File: config.mk
export PLATFORM = sky130hd
export DESIGN_NAME = ead_field_decoder
export DESIGN_NICKNAME = d
export VERILOG_FILES = /design/src/ead_field_decoder.v
export VERILOG_INCLUDE_DIRS = /design/src
export SDC_FILE = /design/constraint.sdc
export NUM_CORES = 1
export LEC_CHECK = 0
export BUFFER_PORTS_ARGS = -buffer_cell sky130_fd_sc_hd__buf_4
export CAP_MARGIN = 25
export CORE_MARGIN = 4
export CORE_UTILIZATION = 50
export DETAILED_ROUTE_END_ITERATION = 7
export PLACE_DENSITY = 0.73
export SETUP_SLACK_MARGIN = 0.2
export SLEW_MARGIN = 20
export SYNTH_ARGS = -nofsm -noshare
export SYNTH_HDL_FRONTEND = slang
export SYNTH_SLANG_ARGS = --single-unit
File: constraint.sdc
create_clock -name i_clk -period 3.1 [get_ports i_clk]
set_input_delay 0.775 -clock i_clk [delete_from_list [all_inputs] [get_ports i_clk]]
set_output_delay 0.775 -clock i_clk [all_outputs]
set_load 0.02 [all_outputs]
File: src/ead_consts.vh
// constants shared by the effective-address field decoder
`ifndef EAD_CONSTS_VH
`define EAD_CONSTS_VH

// instruction formats
`define EAD_FMT_NONE 3'h0
`define EAD_FMT_ONE 3'h1
`define EAD_FMT_TWO 3'h2
`define EAD_FMT_ACC 3'h3
`define EAD_FMT_RR 3'h4

// decoded addressing modes
`define EAD_MODE_REG 3'h0
`define EAD_MODE_IND 3'h1
`define EAD_MODE_INC 3'h2
`define EAD_MODE_DEC 3'h3
`define EAD_MODE_IMM 3'h4
`define EAD_MODE_ABS 3'h5
`define EAD_MODE_SCL 3'h6
`define EAD_MODE_IDX 3'h7

// register bank selection
`define EAD_BANK_GLOBAL 2'h0
`define EAD_BANK_CURRENT 2'h1
`define EAD_BANK_PREVIOUS 2'h2

// specifier byte fields
`define EAD_SPEC_ACC_BIT 7
`define EAD_SPEC_CODE_HI 6
`define EAD_SIZE_HI 5
`define EAD_SIZE_LO 4
`define EAD_REG_HI 3
`define EAD_REG_LO 0
`define EAD_EXT_MBZ_BIT 7
`define EAD_EXT_LONG_BIT 6
`define EAD_CSIZE_HI 1
`define EAD_CSIZE_LO 0

// size field values
`define EAD_SIZE_NONE 2'h0
`define EAD_SIZE_1 2'h1
`define EAD_SIZE_2 2'h2
`define EAD_SIZE_4 2'h3

// register offsets (word index on the 2-bit address)
`define EAD_REG_STATUS 2'h0
`define EAD_REG_MASK 2'h1
`define EAD_REG_CTRL 2'h2
`define EAD_REG_STATE 2'h3

// status and mask bit positions
`define EAD_EV_ILLEGAL 0
`define EAD_EV_BANK 1
`define EAD_EV_DONE 2
`define EAD_EV_W 3

// control bit positions and reset values
`define EAD_CTRL_RING_BIT 0
`define EAD_CTRL_NODIR_BIT 1
`define EAD_STATUS_RST 3'h0
`define EAD_MASK_RST 3'h0
`define EAD_CTRL_RST 2'h0

`endif

File: src/ead_field_decoder.v
// effective-address field decoder with its register port and interrupt
//
// Contract
// - accept no-operand, one-operand, two-operand, accumulator and register-register formats.
// - each specifier may be followed by expansion bytes set by its mode and size field.
// - specifier is accumulator bit plus seven-bit mode or register code.
// - two-operand: A one means destination R0; A zero fetches a destination specifier.
// - one-operand instructions ignore the accumulator bit entirely.
// - A one with a destination barred from register direct raises illegal instruction.
// - code 100 is register direct, low nibble register, no expansion.
// - leading zero is register indirect; size 00/01/10/11 gives 0/1/2/4 bytes.
// - code 101 is post-increment register indirect, no expansion.
// - code 110 is pre-decrement register indirect, no expansion.
// - code 11100 is immediate of 1/2/4 bytes; size 00 is current-bank prefix.
// - code 11101 is absolute address of 1/2/4 bytes.
// - code 11101 with size 00 is the previous-bank prefix.
// - code 11110 is scaled indirect; extra byte holds scale x1/x2/x4/x8.
// - code 1111100 is indexed; expansion holds width, size, scale, index register.
// - index width bit zero selects word index, one selects long index.
// - bank prefixes outside ring mode raise a bank-mode exception.
module ead_field_decoder (
   input wire i_clk,
   input wire i_rst_n,
   input wire i_ce,
   input wire i_start,
   input wire [2:0] i_format,
   input wire i_byte_valid,
   input wire [7:0] i_byte,
   input wire [1:0] i_addr,
   input wire [7:0] i_wdata,
   input wire i_wr,
   input wire i_rd,
   output wire o_busy,
   output wire o_byte_ready,
   output reg o_op_valid,
   output reg o_op_dest,
   output reg [2:0] o_mode,
   output reg [1:0] o_bank,
   output reg [3:0] o_base_register,
   output reg [1:0] o_displacement_size,
   output reg [2:0] o_exp_bytes,
   output reg [1:0] o_scale_factor,
   output reg [3:0] o_index_register,
   output reg o_index_long,
   output reg o_dest_acc,
   output reg o_done,
   output reg o_illegal,
   output reg o_bank_exc,
   output reg [7:0] o_rdata,
   output wire o_irq
);

`include "ead_consts.vh"

   // ************************************************************
   // state machine
   // ************************************************************
   localparam [2:0] ST_IDLE = 3'h0;
   localparam [2:0] ST_SPEC = 3'h1;
   localparam [2:0] ST_EXT1 = 3'h2;
   localparam [2:0] ST_EXT2 = 3'h3;
   localparam [2:0] ST_EXPN = 3'h4;

   // byte count of a size field, used for every sized mode
   function [2:0] size_bytes;
      input [1:0] sz;
      begin
         case (sz)
            `EAD_SIZE_NONE: size_bytes = 3'h0;
            `EAD_SIZE_1: size_bytes = 3'h1;
            `EAD_SIZE_2: size_bytes = 3'h2;
            `EAD_SIZE_4: size_bytes = 3'h4;
            default: size_bytes = 3'h0;
         endcase
      end
   endfunction

   reg [2:0] state_r, state_nxt;
   reg [2:0] fmt_r, fmt_nxt;
   reg opnd_r, opnd_nxt;
   reg acc_r, acc_nxt;
   reg [2:0] mode_r, mode_nxt;
   reg [1:0] bank_r, bank_nxt;
   reg [3:0] base_r, base_nxt;
   reg [1:0] size_r, size_nxt;
   reg [1:0] sf_r, sf_nxt;
   reg [3:0] xm_r, xm_nxt;
   reg xl_r, xl_nxt;
   reg [2:0] cnt_r, cnt_nxt;
   reg [2:0] exp_r, exp_nxt;
   reg [2:0] status_r, status_nxt;
   reg [2:0] mask_r;
   reg [1:0] ctrl_r;

   reg op_valid_nxt, done_nxt, illegal_nxt, bank_exc_nxt, dest_acc_nxt;
   reg complete;
   reg take;
   reg [6:0] code;

   wire ring_mode = ctrl_r[`EAD_CTRL_RING_BIT];
   wire dst_no_regdir = ctrl_r[`EAD_CTRL_NODIR_BIT];

   assign o_busy = (state_r != ST_IDLE);
   assign o_byte_ready = o_busy;
   assign o_irq = |(status_r & mask_r);

   // ************************************************************
   // decode
   // ************************************************************
   always @* begin
      state_nxt = state_r;
      fmt_nxt = fmt_r;
      opnd_nxt = opnd_r;
      acc_nxt = acc_r;
      mode_nxt = mode_r;
      bank_nxt = bank_r;
      base_nxt = base_r;
      size_nxt = size_r;
      sf_nxt = sf_r;
      xm_nxt = xm_r;
      xl_nxt = xl_r;
      cnt_nxt = cnt_r;
      exp_nxt = exp_r;
      op_valid_nxt = 1'b0;
      done_nxt = 1'b0;
      illegal_nxt = 1'b0;
      bank_exc_nxt = 1'b0;
      dest_acc_nxt = o_dest_acc;
      complete = 1'b0;
      take = i_byte_valid && (state_r != ST_IDLE);
      code = i_byte[`EAD_SPEC_CODE_HI:0];
      case (state_r)
         ST_IDLE: begin
            if (i_start) begin
               fmt_nxt = i_format;
               opnd_nxt = 1'b0;
               acc_nxt = 1'b0;
               bank_nxt = `EAD_BANK_GLOBAL;
               dest_acc_nxt = 1'b0;
               case (i_format)
                  `EAD_FMT_ONE, `EAD_FMT_TWO: state_nxt = ST_SPEC;
                  `EAD_FMT_NONE, `EAD_FMT_ACC, `EAD_FMT_RR: done_nxt = 1'b1;
                  default: illegal_nxt = 1'b1;
               endcase
            end
         end
         ST_SPEC: begin
            if (take) begin
               // a prefix byte also carries the accumulator bit; the last one wins
               if ((fmt_r == `EAD_FMT_TWO) && !opnd_r) begin
                  acc_nxt = i_byte[`EAD_SPEC_ACC_BIT];
               end
               base_nxt = i_byte[`EAD_REG_HI:`EAD_REG_LO];
               size_nxt = i_byte[`EAD_SIZE_HI:`EAD_SIZE_LO];
               sf_nxt = 2'h0;
               xm_nxt = 4'h0;
               xl_nxt = 1'b0;
               casez (code)
                  7'b0??????: begin
                     mode_nxt = `EAD_MODE_IND;
                     exp_nxt = size_bytes(i_byte[`EAD_SIZE_HI:`EAD_SIZE_LO]);
                     complete = 1'b1;
                  end
                  7'b100????: begin
                     mode_nxt = `EAD_MODE_REG;
                     size_nxt = `EAD_SIZE_NONE;
                     exp_nxt = 3'h0;
                     complete = 1'b1;
                  end
                  7'b101????: begin
                     mode_nxt = `EAD_MODE_INC;
                     size_nxt = `EAD_SIZE_NONE;
                     exp_nxt = 3'h0;
                     complete = 1'b1;
                  end
                  7'b110????: begin
                     mode_nxt = `EAD_MODE_DEC;
                     size_nxt = `EAD_SIZE_NONE;
                     exp_nxt = 3'h0;
                     complete = 1'b1;
                  end
                  7'b11100??, 7'b11101??: begin
                     // these codes carry their size in the low two code bits
                     if (i_byte[`EAD_CSIZE_HI:`EAD_CSIZE_LO] == `EAD_SIZE_NONE) begin
                        bank_nxt = code[2] ? `EAD_BANK_PREVIOUS : `EAD_BANK_CURRENT;
                        if (!ring_mode) begin
                           bank_exc_nxt = 1'b1;
                           state_nxt = ST_IDLE;
                        end
                     end else begin
                        mode_nxt = code[2] ? `EAD_MODE_ABS : `EAD_MODE_IMM;
                        base_nxt = 4'h0;
                        size_nxt = i_byte[`EAD_CSIZE_HI:`EAD_CSIZE_LO];
                        exp_nxt = size_bytes(i_byte[`EAD_CSIZE_HI:`EAD_CSIZE_LO]);
                        complete = 1'b1;
                     end
                  end
                  7'b11110??: begin
                     mode_nxt = `EAD_MODE_SCL;
                     size_nxt = i_byte[`EAD_CSIZE_HI:`EAD_CSIZE_LO];
                     state_nxt = ST_EXT1;
                  end
                  7'b1111100: begin
                     mode_nxt = `EAD_MODE_IDX;
                     state_nxt = ST_EXT1;
                  end
                  default: begin
                     // relative and double-indirect forms are not handled here
                     illegal_nxt = 1'b1;
                     state_nxt = ST_IDLE;
                  end
               endcase
            end
         end
         ST_EXT1: begin
            if (take) begin
               if (mode_r == `EAD_MODE_SCL) begin
                  sf_nxt = i_byte[`EAD_SIZE_HI:`EAD_SIZE_LO];
                  base_nxt = i_byte[`EAD_REG_HI:`EAD_REG_LO];
                  exp_nxt = size_bytes(size_r);
                  complete = 1'b1;
               end else if (i_byte[`EAD_EXT_MBZ_BIT]) begin
                  illegal_nxt = 1'b1;
                  state_nxt = ST_IDLE;
               end else begin
                  xl_nxt = i_byte[`EAD_EXT_LONG_BIT];
                  size_nxt = i_byte[`EAD_SIZE_HI:`EAD_SIZE_LO];
                  base_nxt = i_byte[`EAD_REG_HI:`EAD_REG_LO];
                  state_nxt = ST_EXT2;
               end
            end
         end
         ST_EXT2: begin
            if (take) begin
               sf_nxt = i_byte[`EAD_SIZE_HI:`EAD_SIZE_LO];
               xm_nxt = i_byte[`EAD_REG_HI:`EAD_REG_LO];
               exp_nxt = size_bytes(size_r);
               complete = 1'b1;
            end
         end
         ST_EXPN: begin
            if (take) begin
               cnt_nxt = cnt_r - 3'h1;
               if (cnt_r == 3'h1) begin
                  state_nxt = ST_SPEC;
                  cnt_nxt = 3'h0;
                  complete = 1'b1;
               end
            end
         end
         default: state_nxt = ST_IDLE;
      endcase

      // an operand is reported only once its expansion bytes are all in
      if (complete) begin
         if ((state_r != ST_EXPN) && (exp_nxt != 3'h0)) begin
            cnt_nxt = exp_nxt;
            state_nxt = ST_EXPN;
         end else begin
            op_valid_nxt = 1'b1;
            if ((fmt_r == `EAD_FMT_TWO) && !opnd_r) begin
               if (acc_nxt) begin
                  dest_acc_nxt = 1'b1;
                  if (dst_no_regdir) begin
                     illegal_nxt = 1'b1;
                  end else begin
                     done_nxt = 1'b1;
                  end
                  state_nxt = ST_IDLE;
               end else begin
                  // destination decoding starts only here, after the source stream
                  opnd_nxt = 1'b1;
                  bank_nxt = `EAD_BANK_GLOBAL;
                  state_nxt = ST_SPEC;
               end
            end else begin
               done_nxt = 1'b1;
               state_nxt = ST_IDLE;
            end
         end
      end
   end

   // ************************************************************
   // register port and sticky events
   // ************************************************************
   always @* begin
      status_nxt = status_r;
      if (i_wr && (i_addr == `EAD_REG_STATUS)) begin
         status_nxt = status_r & ~i_wdata[`EAD_EV_W-1:0];
      end
      // a new event wins over a clear in the same cycle
      status_nxt[`EAD_EV_ILLEGAL] = status_nxt[`EAD_EV_ILLEGAL] | illegal_nxt;
      status_nxt[`EAD_EV_BANK] = status_nxt[`EAD_EV_BANK] | bank_exc_nxt;
      status_nxt[`EAD_EV_DONE] = status_nxt[`EAD_EV_DONE] | done_nxt;
   end

   always @(posedge i_clk) begin
      if (!i_rst_n) begin
         state_r <= ST_IDLE;
         fmt_r <= `EAD_FMT_NONE;
         opnd_r <= 1'b0;
         acc_r <= 1'b0;
         mode_r <= `EAD_MODE_REG;
         bank_r <= `EAD_BANK_GLOBAL;
         base_r <= 4'h0;
         size_r <= `EAD_SIZE_NONE;
         sf_r <= 2'h0;
         xm_r <= 4'h0;
         xl_r <= 1'b0;
         cnt_r <= 3'h0;
         exp_r <= 3'h0;
         status_r <= `EAD_STATUS_RST;
         mask_r <= `EAD_MASK_RST;
         ctrl_r <= `EAD_CTRL_RST;
         o_op_valid <= 1'b0;
         o_op_dest <= 1'b0;
         o_mode <= `EAD_MODE_REG;
         o_bank <= `EAD_BANK_GLOBAL;
         o_base_register <= 4'h0;
         o_displacement_size <= `EAD_SIZE_NONE;
         o_exp_bytes <= 3'h0;
         o_scale_factor <= 2'h0;
         o_index_register <= 4'h0;
         o_index_long <= 1'b0;
         o_dest_acc <= 1'b0;
         o_done <= 1'b0;
         o_illegal <= 1'b0;
         o_bank_exc <= 1'b0;
         o_rdata <= 8'h00;
      end else if (i_ce) begin
         state_r <= state_nxt;
         fmt_r <= fmt_nxt;
         opnd_r <= opnd_nxt;
         acc_r <= acc_nxt;
         mode_r <= mode_nxt;
         bank_r <= bank_nxt;
         base_r <= base_nxt;
         size_r <= size_nxt;
         sf_r <= sf_nxt;
         xm_r <= xm_nxt;
         xl_r <= xl_nxt;
         cnt_r <= cnt_nxt;
         exp_r <= exp_nxt;
         status_r <= status_nxt;
         o_op_valid <= op_valid_nxt;
         o_done <= done_nxt;
         o_illegal <= illegal_nxt;
         o_bank_exc <= bank_exc_nxt;
         o_dest_acc <= dest_acc_nxt;
         if (op_valid_nxt) begin
            o_op_dest <= opnd_r;
            o_mode <= mode_nxt;
            o_bank <= bank_nxt;
            o_base_register <= base_nxt;
            o_displacement_size <= size_nxt;
            o_exp_bytes <= exp_nxt;
            o_scale_factor <= sf_nxt;
            o_index_register <= xm_nxt;
            o_index_long <= xl_nxt;
         end
         if (i_wr && (i_addr == `EAD_REG_MASK)) begin
            mask_r <= i_wdata[`EAD_EV_W-1:0];
         end
         if (i_wr && (i_addr == `EAD_REG_CTRL)) begin
            ctrl_r <= i_wdata[1:0];
         end
         if (i_rd) begin
            case (i_addr)
               `EAD_REG_STATUS: o_rdata <= {5'h00, status_r};
               `EAD_REG_MASK: o_rdata <= {5'h00, mask_r};
               `EAD_REG_CTRL: o_rdata <= {6'h00, ctrl_r};
               `EAD_REG_STATE: o_rdata <= {1'b0, cnt_r, opnd_r, state_r};
               default: o_rdata <= 8'h00;
            endcase
         end else begin
            // read data stand only in the cycle after the strobe
            o_rdata <= 8'h00;
         end
      end
   end

endmodule // ead_field_decoder

==> results of run 1 <==
-- state kept, by name (all words and copies together), names as in the netlist, 3 cells and up --
register          count
state_r               3
o_exp_bytes           3
cnt_r                 3
o_mode                3
exp_r                 3
fmt_r                 3
o_index_register      4
base_r                4
mask_r                3
xm_r                  4
o_rdata               7
status_r              3
mode_r                3
o_base_register       4
-- report_power, final --
group,leakage [nW],internal (W),switching (W),total (W)
clock network,0.0990,0.000383,0.000387,0.000770
logic,1.31,0.000124,0.000198,0.000322
registers,0.601,0.000975,0.0000195,0.000995
total,2.01,0.00148,0.000604,0.00209
-- layout make-up --
| cell class | count | area [um^2] |
|---|---|---|
| inverters | 15 | 56.3 |
| well taps | 105 | 131 |
| multi-input cells | 394 | 2480 |
| flip-flops and latches | 74 | 1480 |
| clock inverters | 6 | 75.1 |
| clock buffers | 10 | 128 |
| fillers | 750 | 3270 |
| repair buffers | 83 | 636 |
-- cell usage in the layout, fill, tap and decap left out, types with 5 or more instances in the layout --
| master | n |
|---|---|
| nand2_1 | 64 |
| a21oi_1 | 40 |
| nand3_1 | 11 |
| clkbuf_8 | 9 |
| nand4_1 | 6 |
| nor3_1 | 11 |
| inv_1 | 15 |
| buf_4 | 82 |
| a32oi_1 | 7 |
| nor2_1 | 61 |
| mux2i_1 | 18 |
| o221a_2 | 5 |
| dfxtp_1 | 74 |
| a211oi_1 | 20 |
| o21ai_0 | 30 |
| a22oi_1 | 7 |
| a31oi_1 | 11 |
-- worst register-to-register path: cells and delay by family, from the launching register on --
family	cells	cell delay, ns
and+or+nand+nor	3	0.94
DFF	1	0.34
AOI/OAI and AO/OA	4	0.91
buffers and inverters	2	0.42
-- final timing paths --
kind	slack [ns]	to	depth (start not counted)
setup / recovery	0.37	o_displacement_size[0]	9
setup reg to reg	0.37	o_displacement_size[0]	9
hold / removal	0.46	o_index_register[1]	2
hold reg to reg	0.46	o_index_register[1]	2
-- cell usage after synthesis, types with 2 or more instances --
cell type	instances	area share, %
a211o_1	3	0.62
a211oi_1	20	3.5
a21o_1	4	0.71
a21oi_1	40	4.7
a221oi_1	3	0.62
a22o_1	2	0.41
a22oi_1	7	1.2
a31oi_1	11	1.6
a32oi_1	7	1.4
a41o_1	3	0.71
and2_1	3	0.44
and3_1	4	0.59
and4b_1	3	0.71
buf_2	10	1.2
buf_4	6	1.1
buf_6	3	0.79
clkbuf_1	26	2.3
dfxtp_1	74	35
ha_1	2	0.59
inv_1	15	1.3
mux2i_1	18	4.2
mux4_2	2	1.1
nand2_1	64	5.7
nand2b_1	3	0.44
nand3_1	11	1.3
nand3b_1	3	0.53
nand4_1	6	0.88
nand4b_1	2	0.41
nor2_1	61	5.4
nor2b_1	4	0.59
nor3_1	11	1.3
o2111a_1	4	1.1
o211ai_1	2	0.35
o21ai_0	30	3.5
o21bai_1	2	0.35
o221a_1	3	0.79
o221a_2	5	1.3
o22ai_1	3	0.44
o31ai_1	2	0.35
or2_2	2	0.29
or3_1	3	0.44
or3b_2	2	0.41
or4_1	2	0.35
xnor2_1	2	0.41
-- logic make-up after synthesis --
group           Yosys count  synth area share (%)
fa+ha+maj                 2                 0.589
buf+inv                  61                  6.74
xor+xnor                  2                 0.412
mux                      21                  5.56
simple gates            194                  22.0
other cells               1                0.0882
flops                    74                  34.9
compound gates          174                  29.7
-- layer usage --
metal  vias up  global-route usage, %  wire length (um)
met1      1982                   32.2              5150
met5         -                      0                 0
met4         0                   10.6               452
li1       2042                      -                 -
met3        41                   4.86               891
met2       178                   39.3              5640
-- stage by stage --
stage	cell area, um^2	cells	hold slack [ns]
2_1_floorplan	4250	529	0.445
3_3_place_gp	4790	671	0.449
3_5_place_dp	4790	671	0.457
4_1_cts	4990	687	0.469
5_1_grt	4990	687	0.491
6_report	4990	687	0.464
==> flow_metrics.env, run 1 <==
export IMPL_fp_dieH_um=100
export IMPL_power_density_nw_per_um2=418
export IMPL_hpwl_mm=9.09
export IMPL_r2r_start="state_r[1]"
export IMPL_status="finished, final reports clean"
export IMPL_maxSlewViolCount=0
export IMPL_cp_required_ns=3.34
export IMPL_worstHoldPathType="reg2reg"
export IMPL_min_from="o_index_register[1]"
export IMPL_coreArea_um2=8260
export IMPL_cts_resized=0
export IMPL_cts_hold_buf=0
export IMPL_crit_path_frequent_cell="buf_4"
export IMPL_rows=33
export IMPL_synth_edf_count=0
export IMPL_clock_sinks=74
export IMPL_end_kind="flip-flop"
export IMPL_antenna_cells=0
export IMPL_p_leak_nw=2.01
export IMPL_utilization_pct=60.4
export IMPL_clk_pin_slew_ns=0.09
export IMPL_cp_start_kind="flip-flop"
export IMPL_cp_max_fo=22
export IMPL_synth_cells=529
export IMPL_fin_tns_setup_ns=0
export IMPL_synth_fp_nets=559
export IMPL_antenna_found_initial=0
export IMPL_ys_types=80
export IMPL_fin_crit_sh_pct=88.2
export IMPL_critical_path_buf_inv_count=2
export IMPL_die_area_um2=10000
export IMPL_yosysSeqAreaShare_pct=34.9
export IMPL_skew_ns=0.0129
export IMPL_viasPerCell=6.18
export IMPL_drive_above_1_share_pct=21.3
export IMPL_numCtsBuffers=9
export IMPL_setup_viol=0
export IMPL_synthesis_area_um2=4250
export IMPL_ant_nets=0
export IMPL_h_tree_depth=3
export IMPL_initial_utilization_pct=51.5
export IMPL_die_x_um=100
export IMPL_ir_worst_vdd_uv=280
export IMPL_tritoncts="built"
export IMPL_synthToLayoutAreaGrowth_pct=17.4
export IMPL_crit_arrival_ns=2.97
export IMPL_crit_family="simple AND/OR/NAND/NOR gates"
export IMPL_rsz0062_at_grt="no"
export IMPL_cts_root_buf="clkbuf_8"
export IMPL_fin_crit_ns=2.73
export IMPL_vias=4243
export IMPL_syn_mean_instance_area_um2=8.03
export IMPL_cap_violations=0
export IMPL_crit_start="state_r[1]"
export IMPL_gp_congestion=0.934
export IMPL_post_place_ws_ns=0.122
export IMPL_final_nets=607
export IMPL_overflow=0
export IMPL_grt_pass1_vias=3915
export IMPL_clockBufferDepth=2
export IMPL_slew_headroom_pct=37.5
export IMPL_fmax_ghz=0.366
export IMPL_ios=66
export IMPL_ys_warnings_count=0
export IMPL_grt_max_degree=40
export IMPL_clk_latency_ns=0.36
export IMPL_wl_mm=12.1
export IMPL_synthArstFlopShare_pct=0
export IMPL_grt_use_total_pct=24.6
export IMPL_cp_cell_sequence="buf_4, nor4bb_1, buf_4, a21oi_1, a211oi_2, and4b_1, nor2b_4, a21o_4, o221a_2"
export IMPL_hold_viol=0
export IMPL_synth_seq_cells=74
export IMPL_cp_slowest_stage_delay_ns=0.52
export IMPL_worst_slew_pin_slew_ns=0.936
export IMPL_synthFlopType="dfxtp_1"
export IMPL_drt_iter0_drc=360
export IMPL_p_total_w=0.00209
export IMPL_critPathSlowestCell="nor4bb_1"
export IMPL_post_cts_buffers=0
export IMPL_grt_first_pass_wirelength_mm=19.8
export IMPL_critPathKind="reg2reg"
export IMPL_dr_pass1_iters=5
export IMPL_io_buffers=59
export IMPL_routedWlPerCell_um=17.7
export IMPL_setup_ws_ns=0.367
export IMPL_drc=0
Power figures use the tool's default switching activity.
==> run 2: changes to the inputs <==
==> constraint.sdc (replaced) <==
create_clock -name i_clk -period 3.1 [get_ports i_clk]
set_input_delay 0 -clock i_clk [delete_from_list [all_inputs] [get_ports i_clk]]
set_output_delay 0 -clock i_clk [all_outputs]
set_load 0.02 [all_outputs]
==> flow_metrics.env, run 2 (synthesis results as in run 1) <==
export IMPL_status="finished, final reports clean"
export IMPL_clock_sinks=74
export IMPL_fmax_ghz=0.369
export IMPL_drc=0
export IMPL_final_cell_mix="buf_4 (75), dfxtp_1 (73), nand2_1 (64)"
export IMPL_antenna_found_initial=0
export IMPL_cts_root_buf="clkbuf_8"
export IMPL_post_place_ws_ns=0.386
export IMPL_routedWlPerCell_um=18.4
export IMPL_cap_violations=0
export IMPL_ant_nets=0
export IMPL_viasPerCell=6.31
export IMPL_cp_required_ns=3.37
export IMPL_power_density_nw_per_um2=448
export IMPL_setup_viol=0
export IMPL_initial_utilization_pct=51.5
export IMPL_vias=4328
export IMPL_grt_max_degree=40
export IMPL_clk_pin_slew_ns=0.09
export IMPL_worst_slew_pin_slew_ns=0.881
export IMPL_cp_endpoint="o_scale_factor[1]"
export IMPL_wl_mm=12.6
export IMPL_worstReg2RegEnd="o_scale_factor[1]"
export IMPL_end_kind="flip-flop"
export IMPL_grt_first_pass_wirelength_mm=20.5
export IMPL_grt_use_total_pct=25.4
export IMPL_setup_ws_ns=0.393
export IMPL_ios=66
export IMPL_clockBufferDepth=2
export IMPL_die_area_um2=10000
export IMPL_drt_iter0_drc=419
export IMPL_largest_reg_flops=7
export IMPL_reg2reg_setup_slack_ns=0.39
export IMPL_largest_register="o_rdata"
export IMPL_cp_start_kind="flip-flop"
export IMPL_mostFrequentLayoutCell="buf_4"
export IMPL_clk_latency_ns=0.36
export IMPL_skew_ns=0.0102
export IMPL_io_buffers=59
export IMPL_rows=33
export IMPL_slew_headroom_pct=41.2
export IMPL_synthToLayoutAreaGrowth_pct=18.3
export IMPL_coreArea_um2=8260
export IMPL_crit_start="state_r[0]"
export IMPL_reg2regPathDepth=9
export IMPL_gp_congestion=0.936
export IMPL_numCtsBuffers=9
export IMPL_p_leak_nw=2.01
export IMPL_r2r_start="state_r[0]"
export IMPL_fp_dieH_um=100
export IMPL_antenna_cells=0
export IMPL_h_tree_depth=3
export IMPL_ir_worst_vdd_uv=256
export IMPL_cp_max_fo=13
export IMPL_dr_pass1_iters=5
export IMPL_fin_crit_sh_pct=87.3
export IMPL_maxSlewViolCount=0
export IMPL_drive_above_1_share_pct=20.1
export IMPL_overflow=0
export IMPL_die_x_um=100
export IMPL_grt_pass1_vias=4065
export IMPL_hpwl_mm=8.84
export IMPL_rsz0062_at_grt="no"
export IMPL_crit_arrival_ns=2.98
export IMPL_fin_tns_setup_ns=0
export IMPL_hold_viol=0
export IMPL_tritoncts="built"
export IMPL_critPathKind="reg2reg"
export IMPL_worstHoldPathType="in2reg"
export IMPL_final_nets=606
export IMPL_fin_crit_ns=2.71
==> run 2: power by group <==
group          switching, W  leakage (nW)  internal (W)
Combinational      0.000203          1.29      0.000122
Clock              0.000395         0.121      0.000538
Sequential        0.0000206         0.602      0.000975
==> run 2: how the worst min path moves through the flow <==
| stage | startpoint | to | slack (ns) | cells after the start |
|---|---|---|---|---|
| floorplan | i_wdata[0] | ctrl_r[0] | 0.14 | 2 |
| global placement | i_wdata[2] | mask_r[2] | 0.25 | 3 |
| detailed placement | i_wdata[2] | mask_r[2] | 0.26 | 3 |
| CTS | i_ce | base_r[0] | 0.005 | 2 |
| global route | i_ce | sf_r[0] | 0.04 | 2 |
| finish | i_ce | base_r[0] | 0.01 | 2 |
==> run 2: layout make-up <==
type | count | area [um^2]
Clock buffer | 10 | 128
Clock inverter | 6 | 113
Fill cell | 777 | 3230
Inverter | 15 | 56.3
Multi-Input combinational cell | 394 | 2480
Sequential cell | 74 | 1480
Tap cell | 105 | 131
Timing Repair Buffer | 82 | 633
==> run 2: repair_timing <==
item                                   in CTS  in global routing
setup buffers                               0                  0
hold buffers                                7                  0
endpoints found under the hold margin      12                  0
setup endpoints to repair                   0                  7
gates resized for setup                     0                  1
==> run 2: per-layer routing <==
metal	wire, um	share of wire (%)	GRT usage (%)
met5	0	0	0
met3	1010	8.0	3.82
met1	5440	43	33.6
met2	5840	46	41.4
met4	354	2.8	10.1
==> run 2: stage by stage <==
step | hold WS [ns] | utilization, % | instances | area (um^2) | total power (W)
after floorplan | 0.144 | - | 529 | 4250 | 0.00123
after global placement | 0.247 | 57.1 | 663 | 4710 | 0.00132
final | 0.0115 | 60.9 | 686 | 5030 | 0.00225
after CTS | 0.00492 | 60.8 | 686 | 5020 | 0.00225
after detailed placement | 0.255 | 57.1 | 663 | 4710 | 0.00133
after global routing | 0.0358 | 60.9 | 686 | 5030 | 0.00233
==> run 2: worst max-delay path, stage by stage, from the launching register on <==
cell and delay (ns):
dfxtp_1 0.45, buf_4 0.25, or3b_2 0.48, a21oi_1 0.22, o311a_4 0.23, o21ai_4 0.10, nor2_1 0.34, buf_4 0.24
a211oi_1 0.06, a211oi_1 0.26
==> run 3: changes to the inputs <==
CORE_UTILIZATION = 40   (was 50)
PLACE_DENSITY = 0.61   (was 0.73)
REMOVE_ABC_BUFFERS = 1   (was unset)
==> flow_metrics.env, run 3 (synthesis results as in run 1) <==
export IMPL_hold_viol=0
export IMPL_fp_dieH_um=111
export IMPL_drc=0
export IMPL_power_density_nw_per_um2=409
export IMPL_slew_headroom_pct=64.6
export IMPL_rsz0062_at_grt="no"
export IMPL_routedWlPerCell_um=17.5
export IMPL_final_nets=612
export IMPL_cp_max_fo=13
export IMPL_antenna_found_initial=0
export IMPL_cp_slowest_stage_delay_ns=0.48
export IMPL_setup_viol=0
export IMPL_regArea_um2=1480
export IMPL_critical_path_buf_inv_count=1
export IMPL_final_cell_mix="buf_4 (80), dfxtp_1 (74), nand2_1 (64)"
export IMPL_dr_pass1_iters=5
export IMPL_wl_mm=12.7
export IMPL_vias=4252
export IMPL_fin_cells=723
export IMPL_antenna_cells=0
export IMPL_crit_family="compound AO/OA/AOI/OAI gates"
export IMPL_grt_use_total_pct=20.0
export IMPL_cp_required_ns=3.37
export IMPL_ant_nets=0
export IMPL_grt_pass1_vias=4004
export IMPL_critPathKind="reg2reg"
export IMPL_worstHoldPathType="in2reg"
export IMPL_largest_reg_flops=7
export IMPL_numCtsBuffers=9
export IMPL_worst_slew_pin_slew_ns=0.530
export IMPL_crit_arrival_ns=2.96
export IMPL_drive_above_1_share_pct=21.0
export IMPL_initial_utilization_pct=41.2
export IMPL_hpwl_mm=8.86
export IMPL_dpl_cell_area_um2=4810
export IMPL_critPathSlowestCell="a211o_2"
export IMPL_io_buffers=59
export IMPL_coreArea_um2=10300
export IMPL_fin_crit_ns=2.69
export IMPL_multi_input_area_um2=2490
export IMPL_grt_max_degree=40
export IMPL_die_x_um=111
export IMPL_clockBufferDepth=2
export IMPL_ios=66
export IMPL_fmax_ghz=0.372
export IMPL_skew_ns=0.0117
export IMPL_cap_violations=0
export IMPL_dp_cells=700
export IMPL_rows=37
export IMPL_reg2reg_setup_slack_ns=0.41
export IMPL_die_area_um2=12300
export IMPL_drt_iter0_drc=352
export IMPL_mostFrequentLayoutCell="buf_4"
export IMPL_cts_root_buf="clkbuf_8"
export IMPL_finalInstanceArea_um2=5080
export IMPL_end_kind="flip-flop"
export IMPL_ir_worst_vdd_uv=218
export IMPL_fillerInstances=1015
export IMPL_clk_pin_slew_ns=0.08
export IMPL_clk_latency_ns=0.35
export IMPL_overflow=0
export IMPL_clock_sinks=74
export IMPL_tritoncts="built"
export IMPL_viasPerCell=5.88
export IMPL_largest_register="o_rdata"
export IMPL_fin_tns_setup_ns=0
export IMPL_p_leak_nw=2.02
export IMPL_cp_start_kind="flip-flop"
export IMPL_fin_crit_sh_pct=86.7
export IMPL_status="finished, final reports clean"
export IMPL_grt_first_pass_wirelength_mm=20.4
export IMPL_gp_congestion=0.894
export IMPL_hold_ws_ns=0.0157
export IMPL_cp_cell_sequence="nor4bb_1, buf_4, a32oi_1, o21a_1, a211o_2, a21oi_4, mux2i_1"
export IMPL_p_total_w=0.00208
export IMPL_maxSlewViolCount=0
export IMPL_h_tree_depth=3
export IMPL_synthToLayoutAreaGrowth_pct=19.6
run 3: cell count changes in the layout (fill, tap and decap cells not counted), sizes merged:
cell and change:
buf +6, inv -1, clkinvlp +2, bufinv -2, clkinv +1
run 3: routing by layer:
layer,global-route usage [%],share of wire [%]
met4,8.11,2.8
met5,0,0
met3,3.60,5.8
met2,31.1,46
met1,27.5,46
run 3: layout make-up:
| type | count | share of cell area, % |
|---|---|---|
| Timing Repair Buffer | 88 | 13.6 |
| Tap cell | 136 | 3.35 |
| Inverter | 15 | 1.11 |
| Clock inverter | 6 | 1.33 |
| Sequential cell | 74 | 29.1 |
| Multi-Input combinational cell | 394 | 49.0 |
| Clock buffer | 10 | 2.51 |
run 3: tightest hold or removal path: cells and delay by family:
kind / cells / cell delay [ns]
buffers and inverters: 1 / 0.16
AND/OR/NAND/NOR: 1 / 0.08
AO/OA/AOI/OAI: 1 / 0.07
run 3: worst paths after layout:
path	startpoint	endpoint	cells past startpoint
max	state_r[2]	o_index_register[3]	7
min	i_byte[1]	base_r[1]	3
max reg2reg	state_r[2]	o_index_register[3]	7
min reg2reg	o_bank[1]	o_bank[1]	2
run 3: power by group:
group / internal, W / total, W / switching, W
clock: 0.000373 / 0.000754 / 0.000381
combinational: 0.000128 / 0.000334 / 0.000207
sequential: 0.000975 / 0.000994 / 0.0000189
total: 0.00148 / 0.00208 / 0.000606
run 3: repair_timing:
action / in CTS / in global routing
resized for setup: 0 / 2
setup buffers: 0 / 0
hold endpoints to repair: 12 / 0
endpoints found under the setup margin: 0 / 13
hold buffers: 7 / 0
run 3: through the flow:
step	setup slack, ns	utilization [%]
after global placement	0.384	46.6
after CTS	0.306	49.2
after detailed placement	0.321	46.6
after floorplan	0.0952	-
final	0.413	49.3
after global routing	0.217	49.3
